File: src/design/clkgen_defs.vh
// Purpose: constants of the prescaled open-drain clock generator
// Assumes: included by clkgen_top.v and clkgen_divider.v
// Notes: offsets are word indexes, byte address is four times the index
//
// Contract
// - pin level readable while enabled, reset clears
// - tick flag set by generator, write one clears
// - prescale select one gives 480, zero 160
// - source divide 00/01/10 gives 1/2/4
// - output rate is bus over product
// - tick irq enable gates the interrupt
// - output drive enable lets clock pull pin
// - generator enable runs the prescaler clock source
// - enabled pin acts as open-drain only
// - output and interrupt on different phases
// - pin level sampled every bus cycle while the generator is enabled
`ifndef CLKGEN_DEFS_VH
`define CLKGEN_DEFS_VH

// register word indexes
`define CG_CSR_IDX 6'h19
`define CG_EVT_IDX 6'h1A
`define CG_MSK_IDX 6'h1B

// control and status bit positions
`define CG_GEN_EN_BIT 0
`define CG_DRV_EN_BIT 1
`define CG_IRQ_EN_BIT 2
`define CG_DIV_LO_BIT 3
`define CG_DIV_HI_BIT 4
`define CG_PRE_BIT 5
`define CG_TICK_BIT 6
`define CG_PIN_BIT 7

// event status and mask bit positions
`define CG_EVT_FALL_BIT 0
`define CG_EVT_RISE_BIT 1

// reset values
`define CG_CSR_RESET 8'h00
`define CG_EVT_RESET 2'h0
`define CG_MSK_RESET 2'h0

// prescaler ratios and source divide codes
`define CG_PRE_LOW 9'h0A0
`define CG_PRE_HIGH 9'h1E0
`define CG_DIV1 2'h0
`define CG_DIV2 2'h1
`define CG_DIV4 2'h2

`endif

File: src/design/clkgen_top.v
// Purpose: prescaled periodic clock generator with Wishbone registers
// Assumes: classic Wishbone, 32-bit data, pin input synchronous
// Notes: pin is open-drain, only ever pulled low
//
// Local design decision: the Wishbone slave port.
`timescale 1ns/1ps
`include "clkgen_defs.vh"

module clkgen_top #(
    parameter CNT_W = 9
) (
    input wire CLOCK_I,
    input wire SRST_I,
    input wire CYC_I,
    input wire STB_I,
    input wire WE_I,
    input wire [7:0] ADR_I,
    input wire [3:0] SEL_I,
    input wire [31:0] DAT_I,
    output wire [31:0] DAT_O,
    output wire ACK_O,
    output wire IRQ_O,
    input wire CLK_PIN_I,
    output wire CLK_PIN_O,
    output wire CLK_PIN_OE_O
);

    reg ack_q;
    reg [31:0] dat_q;
    reg gen_en_q;
    reg drv_en_q;
    reg irq_en_q;
    reg [1:0] div_sel_q;
    reg pre_sel_q;
    reg tick_flag_q;
    reg pin_level_q;
    reg pin_prev_q;
    reg [1:0] evt_q;
    reg [1:0] msk_q;
    reg [7:0] csr_rd;
    reg [31:0] rd_mux;
    wire access;
    wire wr_low;
    wire [5:0] word;
    wire gen_level;
    wire irq_phase;
    reg tick_clr;
    reg [1:0] evt_set;
    reg [1:0] evt_clr;
    wire csr_wr;
    wire msk_wr;
    wire rd_take;
    reg [1:0] bus_state_q;
    reg [1:0] bus_state_d;
    reg ack_d;
    reg [31:0] dat_d;
    reg gen_en_d;
    reg drv_en_d;
    reg irq_en_d;
    reg [1:0] div_sel_d;
    reg pre_sel_d;
    reg tick_flag_d;
    reg [1:0] evt_d;
    reg [1:0] msk_d;
    reg pin_level_d;
    reg pin_prev_d;
    reg watch_q;

    // one-hot bus phases
    localparam [1:0] BUS_IDLE = 2'b01;
    localparam [1:0] BUS_ACK = 2'b10;

    function is_reg;
        input [5:0] w;
        input [5:0] idx;
        begin
            is_reg = (w == idx);
        end
    endfunction

    // set beats a write-one clear landing in the same cycle
    function sticky_next;
        input cur;
        input set;
        input clr;
        begin
            sticky_next = set || (cur && !clr);
        end
    endfunction

    // one access per strobe cycle with ack low, answered the following cycle
    assign access = CYC_I && STB_I && !ack_q;
    assign wr_low = access && WE_I && SEL_I[0];
    assign word = ADR_I[7:2];
    assign rd_take = access && !WE_I;
    assign csr_wr = wr_low && is_reg(word, `CG_CSR_IDX);
    assign msk_wr = wr_low && is_reg(word, `CG_MSK_IDX);

    // counters restart from zero each time the generator is enabled
    clkgen_divider #(
        .CNT_W(CNT_W)
    ) u_div (
        .clk_i(CLOCK_I),
        .srst_i(SRST_I),
        .run_i(gen_en_q),
        .pre_sel_i(pre_sel_q),
        .div_sel_i(div_sel_q),
        .level_o(gen_level),
        .irq_phase_o(irq_phase)
    );

    always @* begin
        csr_rd = `CG_CSR_RESET;
        csr_rd[`CG_GEN_EN_BIT] = gen_en_q;
        csr_rd[`CG_DRV_EN_BIT] = drv_en_q;
        csr_rd[`CG_IRQ_EN_BIT] = irq_en_q;
        csr_rd[`CG_DIV_HI_BIT:`CG_DIV_LO_BIT] = div_sel_q;
        csr_rd[`CG_PRE_BIT] = pre_sel_q;
        csr_rd[`CG_TICK_BIT] = tick_flag_q;
        csr_rd[`CG_PIN_BIT] = pin_level_q;
    end

    always @* begin
        rd_mux = 32'h00000000;
        if (is_reg(word, `CG_CSR_IDX)) begin
            rd_mux = {24'h000000, csr_rd};
        end else if (is_reg(word, `CG_EVT_IDX)) begin
            rd_mux = {30'h00000000, evt_q};
        end else if (is_reg(word, `CG_MSK_IDX)) begin
            rd_mux = {30'h00000000, msk_q};
        end
    end

    always @* begin
        tick_clr = 1'b0;
        evt_clr = 2'h0;
        if (csr_wr) begin
            tick_clr = DAT_I[`CG_TICK_BIT];
        end
        if (wr_low && is_reg(word, `CG_EVT_IDX)) begin
            evt_clr = DAT_I[1:0];
        end
    end

    // edges only count while the level is being watched
    always @* begin
        evt_set = 2'h0;
        if (gen_en_q) begin
            evt_set[`CG_EVT_FALL_BIT] = pin_prev_q && !pin_level_q;
            evt_set[`CG_EVT_RISE_BIT] = !pin_prev_q && pin_level_q;
        end
    end

    // the ack phase refuses a new take, so a held strobe is served
    // every other cycle
    always @* begin
        bus_state_d = bus_state_q;
        ack_d = 1'b0;
        case (bus_state_q)
            BUS_IDLE: begin
                if (access) begin
                    bus_state_d = BUS_ACK;
                    ack_d = 1'b1;
                end
            end
            BUS_ACK: begin
                bus_state_d = BUS_IDLE;
            end
            default: begin
                bus_state_d = BUS_IDLE;
            end
        endcase
    end

    // read data holds until the next read; writes leave it alone
    always @* begin
        dat_d = dat_q;
        if (rd_take) begin
            dat_d = rd_mux;
        end
    end

    // unmapped words and writes without the low lane fall through
    always @* begin
        gen_en_d = gen_en_q;
        drv_en_d = drv_en_q;
        irq_en_d = irq_en_q;
        div_sel_d = div_sel_q;
        pre_sel_d = pre_sel_q;
        msk_d = msk_q;
        if (csr_wr) begin
            gen_en_d = DAT_I[`CG_GEN_EN_BIT];
            drv_en_d = DAT_I[`CG_DRV_EN_BIT];
            irq_en_d = DAT_I[`CG_IRQ_EN_BIT];
            // taken even while running; glitches are software's risk
            div_sel_d = DAT_I[`CG_DIV_HI_BIT:`CG_DIV_LO_BIT];
            pre_sel_d = DAT_I[`CG_PRE_BIT];
        end
        if (msk_wr) begin
            msk_d = DAT_I[1:0];
        end
    end

    always @* begin
        tick_flag_d = sticky_next(tick_flag_q, irq_phase, tick_clr);
    end

    always @* begin
        evt_d[`CG_EVT_FALL_BIT] = sticky_next(evt_q[`CG_EVT_FALL_BIT],
            evt_set[`CG_EVT_FALL_BIT], evt_clr[`CG_EVT_FALL_BIT]);
        evt_d[`CG_EVT_RISE_BIT] = sticky_next(evt_q[`CG_EVT_RISE_BIT],
            evt_set[`CG_EVT_RISE_BIT], evt_clr[`CG_EVT_RISE_BIT]);
    end

    // holds the last seen level once disabled; the first enabled sample
    // seeds both taps, so switching on never reports a stale edge
    always @* begin
        pin_level_d = pin_level_q;
        pin_prev_d = pin_level_q;
        if (gen_en_q) begin
            pin_level_d = CLK_PIN_I;
            if (!watch_q) begin
                pin_prev_d = CLK_PIN_I;
            end
        end
    end

    // the registers below only copy next values; every decision
    // sits in the combinational blocks above
    always @(posedge CLOCK_I) begin
        if (SRST_I) begin
            bus_state_q <= BUS_IDLE;
            ack_q <= 1'b0;
        end else begin
            bus_state_q <= bus_state_d;
            ack_q <= ack_d;
        end
    end

    always @(posedge CLOCK_I) begin
        if (SRST_I) begin
            dat_q <= 32'h00000000;
        end else begin
            dat_q <= dat_d;
        end
    end

    always @(posedge CLOCK_I) begin
        if (SRST_I) begin
            gen_en_q <= 1'b0;
            drv_en_q <= 1'b0;
            irq_en_q <= 1'b0;
            div_sel_q <= `CG_DIV1;
            pre_sel_q <= 1'b0;
        end else begin
            gen_en_q <= gen_en_d;
            drv_en_q <= drv_en_d;
            irq_en_q <= irq_en_d;
            div_sel_q <= div_sel_d;
            pre_sel_q <= pre_sel_d;
        end
    end

    always @(posedge CLOCK_I) begin
        if (SRST_I) begin
            msk_q <= `CG_MSK_RESET;
        end else begin
            msk_q <= msk_d;
        end
    end

    always @(posedge CLOCK_I) begin
        if (SRST_I) begin
            tick_flag_q <= 1'b0;
        end else begin
            tick_flag_q <= tick_flag_d;
        end
    end

    always @(posedge CLOCK_I) begin
        if (SRST_I) begin
            evt_q <= `CG_EVT_RESET;
        end else begin
            evt_q <= evt_d;
        end
    end

    always @(posedge CLOCK_I) begin
        if (SRST_I) begin
            pin_level_q <= 1'b0;
            pin_prev_q <= 1'b0;
            watch_q <= 1'b0;
        end else begin
            pin_level_q <= pin_level_d;
            pin_prev_q <= pin_prev_d;
            watch_q <= gen_en_q;
        end
    end

    assign DAT_O = dat_q;
    assign ACK_O = ack_q;
    assign IRQ_O = (tick_flag_q && irq_en_q) || (|(evt_q & msk_q));
    // never drives high: a slow external device may stretch the low
    assign CLK_PIN_O = 1'b0;
    assign CLK_PIN_OE_O = gen_en_q && drv_en_q && !gen_level;

endmodule // clkgen_top

File: src/design/clkgen_divider.v
// Purpose: source divider and two-phase prescaler
// Assumes: ratio settings stable while run is high
// Notes: output phase and interrupt phase a quarter period apart
`timescale 1ns/1ps
`include "clkgen_defs.vh"

module clkgen_divider #(
    parameter CNT_W = 9,
    parameter [CNT_W-1:0] PRE_LOW = `CG_PRE_LOW,
    parameter [CNT_W-1:0] PRE_HIGH = `CG_PRE_HIGH
) (
    input wire clk_i,
    input wire srst_i,
    input wire run_i,
    input wire pre_sel_i,
    input wire [1:0] div_sel_i,
    output wire level_o,
    output wire irq_phase_o
);

    reg [1:0] div_cnt_q;
    reg [CNT_W-1:0] pre_cnt_q;
    reg level_q;
    reg irq_phase_q;
    wire [1:0] div_last;
    wire [CNT_W-1:0] ratio;
    wire src_tick;
    reg [CNT_W-1:0] pre_cnt_d;

    function [1:0] div_limit;
        input [1:0] sel;
        begin
            case (sel)
                `CG_DIV1: div_limit = 2'h0;
                `CG_DIV2: div_limit = 2'h1;
                default: div_limit = 2'h3;
            endcase
        end
    endfunction

    assign div_last = div_limit(div_sel_i);
    assign ratio = pre_sel_i ? PRE_HIGH : PRE_LOW;
    // bus clock gated to the prescaler only while running
    assign src_tick = run_i && (div_cnt_q >= div_last);

    always @* begin
        pre_cnt_d = pre_cnt_q;
        if (!run_i) begin
            pre_cnt_d = {CNT_W{1'b0}};
        end else if (src_tick) begin
            // compare with >= so a ratio shrunk mid-count still wraps
            if (pre_cnt_q >= ratio - 1'b1) begin
                pre_cnt_d = {CNT_W{1'b0}};
            end else begin
                pre_cnt_d = pre_cnt_q + 1'b1;
            end
        end
    end

    always @(posedge clk_i) begin
        if (srst_i) begin
            div_cnt_q <= 2'h0;
            pre_cnt_q <= {CNT_W{1'b0}};
            level_q <= 1'b1;
            irq_phase_q <= 1'b0;
        end else begin
            if (!run_i || src_tick) begin
                div_cnt_q <= 2'h0;
            end else begin
                div_cnt_q <= div_cnt_q + 2'h1;
            end
            pre_cnt_q <= pre_cnt_d;
            // high first half, low second half of the period
            // idle high, so switching on never opens with a pull
            level_q <= !run_i || (pre_cnt_d < (ratio >> 1));
            // interrupt phase sits mid high half, away from edges
            irq_phase_q <= src_tick && (pre_cnt_q == (ratio >> 2));
        end
    end

    assign level_o = level_q;
    assign irq_phase_o = irq_phase_q;

endmodule // clkgen_divider

File: config.mk
export PLATFORM = sky130hd
export DESIGN_NAME = clkgen_top
export DESIGN_NICKNAME = d
export VERILOG_FILES = /design/src/design/clkgen_top.v /design/src/design/clkgen_divider.v
export VERILOG_INCLUDE_DIRS = /design/src /design/src/design
export SDC_FILE = /design/constraint.sdc
export NUM_CORES = 1
export LEC_CHECK = 0
export BUFFER_PORTS_ARGS = -buffer_cell sky130_fd_sc_hd__buf_2
export CAP_MARGIN = 20
export CORE_MARGIN = 4
export CORE_UTILIZATION = 41
export DETAILED_ROUTE_END_ITERATION = 10
export PLACE_DENSITY = 0.71
export SLEW_MARGIN = 5
export SYNTH_ARGS = -nofsm -noshare
export SYNTH_HDL_FRONTEND = slang
export SYNTH_HIERARCHICAL = 1
export SYNTH_SLANG_ARGS = --single-unit
File: constraint.sdc
create_clock -name CLOCK_I -period 3.72 [get_ports CLOCK_I]
set_input_delay 0.372 -clock CLOCK_I [delete_from_list [all_inputs] [get_ports CLOCK_I]]
set_output_delay 0.372 -clock CLOCK_I [all_outputs]
set_load 0.02 [all_outputs]
# Yosys cells after proc, flatten, opt, wreduce, memory -nomap -nowiden
# Cells that the tools add are included.
# W data, S select, Z words.
dict set report classes {
  order_cmp 3
  n_eq_ne 6
  n_reduce_logical 37
  n_bitwise 2
  n_mux 14
  n_addsub 3
}
# op count
set ops {}
lappend ops {{$mux W9} 4}
lappend ops {{$eq A6 B5 Y1 const B} 3}
lappend ops {{$logic_and A1 B1 Y1} 18}
lappend ops {{$add A9 B1 Y9 const B} 1}
lappend ops {{$eq A9 B7 Y1} 1}
lappend ops {{$ge A9 B9 Y1} 1}
lappend ops {{$logic_not A1 Y1} 9}
lappend ops {{$lt A9 B8 Y1} 1}
lappend ops {{$sub A9 B1 Y9 const B} 1}
lappend ops {{$mux W2} 4}
lappend ops {{$mux W8} 1}
lappend ops {{$logic_or A1 B1 Y1} 6}
lappend ops {{$reduce_or A2 Y1} 3}
lappend ops {{$eq A2 B1 Y1 const B} 2}
lappend ops {{$mux W1} 4}
lappend ops {{$pmux W2 S2} 1}
lappend ops {{$add A2 B1 Y2 const B} 1}
lappend ops {{$and A2 B2 Y2} 1}
lappend ops {{$ge A2 B2 Y1} 1}
lappend ops {{$logic_not A2 Y1} 1}
lappend ops {{$not A1 Y1} 1}
dict set report word_totals {
  output_inout_bits 36
  reg_bits 62
  word_cells 83
  in_bits 50
}

# Longest topological paths before layout
dict set report depth {
  depth_word 9
  ltp_mapped 12
  depth_no_buf 12
}

# Cells and area by module
# Netlist, hierarchy kept.
# module cells_each area_each_um2 seq_area_each_um2 n_inst
set modules_own_cells {}
lappend modules_own_cells {clkgen_top 137 1321.3 500.5 1}
lappend modules_own_cells {clkgen_divider 95 849.6 260.2 1}

# Worst setup path after synthesis
# Ideal clock, no wire load.
dict set report synth_path {
  kind {reg2reg}
  startpoint {register div_sel_q[1]}
  endpoint {register u_div.level_q, in the netlist u_div/level_o}
  arrival_ns 2.659
  stages_incl_launch_ff 13
  setup_slack_ns 0.933
  setup_time_ns 0.127
  path_cell_list {dfxtp_1 -> or2_2 -> ha_1 -> or3b_4 -> nand3_1 -> or3_1 -> xor2_1 -> nor2_1 -> ha_1 -> nand3b_1 -> or3_1 -> a41oi_2 -> o221ai_2}
}
dict set report synth_between {
  elab_chain_cells 8
}
# item line_no
set synth_rtl {}
lappend synth_rtl {{from (decl)} clkgen_top.v:33} ;# reg [1:0] div_sel_q;
lappend synth_rtl {{from (signal assigned)} clkgen_top.v:253} ;# div_sel_q <= `CG_DIV1;
lappend synth_rtl {{from (signal assigned)} clkgen_top.v:259} ;# div_sel_q <= div_sel_d;
lappend synth_rtl {{$eq A2 B1 Y1 or $logic_not A2 Y1 (tied branches)} clkgen_divider.v:33} ;# case (sel)
lappend synth_rtl {{$pmux W2 S2 *} clkgen_divider.v:33}
lappend synth_rtl {{$ge A2 B2 Y1 *} clkgen_divider.v:44} ;# assign src_tick = run_i && (div_cnt_q >= div_last);
lappend synth_rtl {{$logic_and A1 B1 Y1 *} clkgen_divider.v:44}
lappend synth_rtl {{$mux W9 *} clkgen_divider.v:50} ;# end else if (src_tick) begin
lappend synth_rtl {{$mux W9 *} clkgen_divider.v:48} ;# if (!run_i) begin
lappend synth_rtl {{named net u_div.pre_cnt_d[5]} clkgen_divider.v:28} ;# reg [CNT_W-1:0] pre_cnt_d;
lappend synth_rtl {{$lt A9 B8 Y1 *} clkgen_divider.v:75} ;# level_q <= !run_i || (pre_cnt_d < (ratio >> 1));
lappend synth_rtl {{$logic_or A1 B1 Y1 *} clkgen_divider.v:75}
lappend synth_rtl {{to (signal assigned)} clkgen_divider.v:75}
lappend synth_rtl {{to (decl)} clkgen_divider.v:23} ;# reg level_q;
# Mark *: on every way through the listed nets, which the timed path passes. The rest lies on a longest branch.
# A chain may end at the register's enable or synchronous reset.

# Worst setup path after layout
# Ends and elaborated chain as after synthesis.

==> metrics.txt <==
CTS Hold Bufs=0; Req. time, crit path=just under 4 ns; DPL Wire Length=approximately 3200 um; share of cells above drive strength 1=21.97%; kind of critical path=register to register; CTS tree=built; RSZ-0062 raised after global routing=false; input/output buffers=30; sequential power share=50.0%; PD cells=roughly 340 nW/um^2; antenna violations before repair=0; final antenna-violating net count=0; Final Skew=0.007157 ns; Clock Latency Late Sink=0.29 ns; Yosys Warn Count=6; Die H=approximately 81 um; Area growth syn-to-layout=10.49%; grt ovf=0; Synth async-reset ratio=0%; GR peak layer=met2; core box area=about 5100 um^2; Synth Register Bits=38; DR vias/cell=around 4.9; Design Area, Final=approximately 2400 um^2; first-pass GRT wire length=roughly 7100 um; pre-CTS WS=0.7581 ns; Cells after Synth=232; Final min period=2.993 ns; CTS Sinks=38; most frequent cells in the layout=dfxtp_1 (38), buf_2 (30), conb_1 (25); syn_area_per_cell=~9.4 um^2; final hold violations=0; Initial Util=around 43%; Max rail drop VDD=0.0001183 V; post-CTS setup buffers=0; # setup viols final=0; clock-pin slew on the worst setup and hold paths=approximately 0.07 ns; Iteration-0 DRC Markers=53; Root Buffer=clkbuf_8; Largest stage delay, worst path=about 0.44 ns; GRT Resource Usage Total=between 10 and 15%; final wirelength=4192 um; Worst Tran Pin Value=about 0.67 ns; Critical Path Start Type=register; Hold WC Path Type=input pin to register; Worst setup EP type=register; CP max FO=4; total CTS buffers=5; met2 Track Usage GR=between 20% and 30%; Combinational Power Share=under 10%; Rows=26; grt met1 use=between 10% and 20%; first-pass detailed-route iteration total=4; die footprint=6523 um^2; DIE WIDTH=80.77 um; CTS Buffer Depth=2; Post-DP Area=2290 um^2; IO Pins=86; Post-route DRC=0; Cell Area, Synth=~2200 um^2; grt met3 use=under 10%; GPL Wtd Cong=0.8588; P_sw=between 150 and 200 uW; CP cell instances=or2_2, ha_1, or3b_4, nand3_1, or3_1, xor2_1, nor2_1, ha_1, nand3b_1, or3_1, a41oi_2, o221ai_2; proportion of power drawn by the clock network=between 40 and 50%; H-tree levels=2; PnR worst setup slack=between 0.7 and 0.8 ns; Slowest-stage cell, CP=or3b_4; fin. max-slew vios=0; leakage=between 0.9 and 1 nW; setup TNS=0 ns; Tcrit/Tclk final=about four fifths; post-CTS sizing=0; largest net degree at the start of global routing=36; Layout fillers=about 510; max_slew headroom=a little over half; Vias=~1600; wire per inst=12.55 um; fmax=334.1 MHz; MaxCap Viol Count=0; final net count=about 320; sequential area share after synthesis=around a third; # diodes=0; internal power=between 600 and 700 uW; CP arrival=~3.2 ns; Cell variety after synth=53; commonest non-fill, non-tap cell in the layout=dfxtp_1; vias in the first global route=1536; sw frac=a little under a quarter; status=finished clean; Main synth FF type=dfxtp_1; EDFF count, synth=0
[layer usage]
metal | vias to the layer above | share of wire (%)
met4 | 0 | 1.9
li1 | 836 | -
met1 | 749 | 44
met5 | - | 0
met3 | 9 | 6.5
met2 | 41 | 47
[through the flow]
| stage | hold WS (ns) | power, mW | utilization, % | std cells |
|---|---|---|---|---|
| finish | 0.2643 | 0.8201 | 46.96 | 334 |
| global route | 0.2726 | 0.8569 | 46.96 | 334 |
| CTS | 0.2565 | 0.8289 | 46.96 | 334 |
| detailed placement | 0.4130 | 0.4839 | 44.83 | 326 |
| global placement | 0.4072 | 0.4826 | 44.83 | 326 |
| floorplan | 0.4008 | 0.4853 | - | 256 |
[sequential cells by signal, summed over array words and instances, names as in the netlist, 2 cells and up]
| register | flops |
|---|---|
| u_div/pre_cnt_q | 9 |
| div_sel_q | 2 |
| evt_q | 2 |
| bus_state_q | 2 |
| DAT_O | 8 |
| u_div/div_cnt_q | 2 |
| msk_q | 2 |
[cell type report]
| type | instances | area [um^2] | area share [%] |
|---|---|---|---|
| flip-flops and latches | 38 | 760.7 | 31.72 |
| inverters | 16 | 60.06 | 2.504 |
| clock buffers | 5 | 68.82 | 2.869 |
| clock inverters | 3 | 40.04 | 1.669 |
| repair buffers | 31 | 157.7 | 6.573 |
| multi-input cells | 171 | 1224 | 51.02 |
| well taps | 70 | 87.58 | 3.652 |
[path summary, 6_finish.rpt]
kind                        from            end  slack [ns]  cells after the start
hold reg to reg   bus_state_q[1]          ACK_O        0.42                      1
hold / removal          DAT_I[6]    tick_flag_q        0.26                      2
setup / recovery    div_sel_q[1]  u_div/level_o        0.73                     12
setup reg to reg    div_sel_q[1]  u_div/level_o        0.73                     12
[cell families after synthesis]
group	Yosys count	synth area share, %
AOI/OAI and AO/OA	26	9.971
xor gates and xnor gates	9	3.631
adders and majority gates	8	4.611
buffers and inverters	47	12.74
DFF	38	35.04
muxes	12	5.649
other	1	0.1727
and+or+nand+nor	91	28.19
[worst max-delay path, delay by kind of cell (launching register included)]
kind	cells	cell delay [ns]
simple gates	7	1.43
fa+ha+maj	2	0.59
flops	1	0.32
compound gates	2	0.30
xor+xnor	1	0.22
[power groups by stage]
stage                     clock [mW]  combinational [mW]  sequential [mW]
after CTS                      0.355              0.0642            0.410
after floorplan                    0              0.0639            0.421
after global placement             0              0.0632            0.419
final                          0.346              0.0643            0.410
after detailed placement           0              0.0642            0.420
after global routing           0.376              0.0709            0.410
[cells in the mapped netlist (all sizes together), types with 3 or more instances]
cell type	number	area [um^2]
o32ai	6	52.55
clkbuf	3	11.26
nand2b	19	118.9
nand3b	4	42.54
nor3	3	20.02
mux2i	10	100.1
nor2	18	67.56
or3	3	18.77
dfxtp	38	760.7
xnor2	5	43.79
nand3	9	45.04
ha	8	100.1
inv	16	60.06
a21oi	5	25.02
buf	28	205.2
xor2	4	35.03
nand4	9	62.56
o21ai	3	18.76
nand2	7	33.78
a311oi	3	26.28
nand4b	3	26.28
Power figures use the tool's default switching activity.
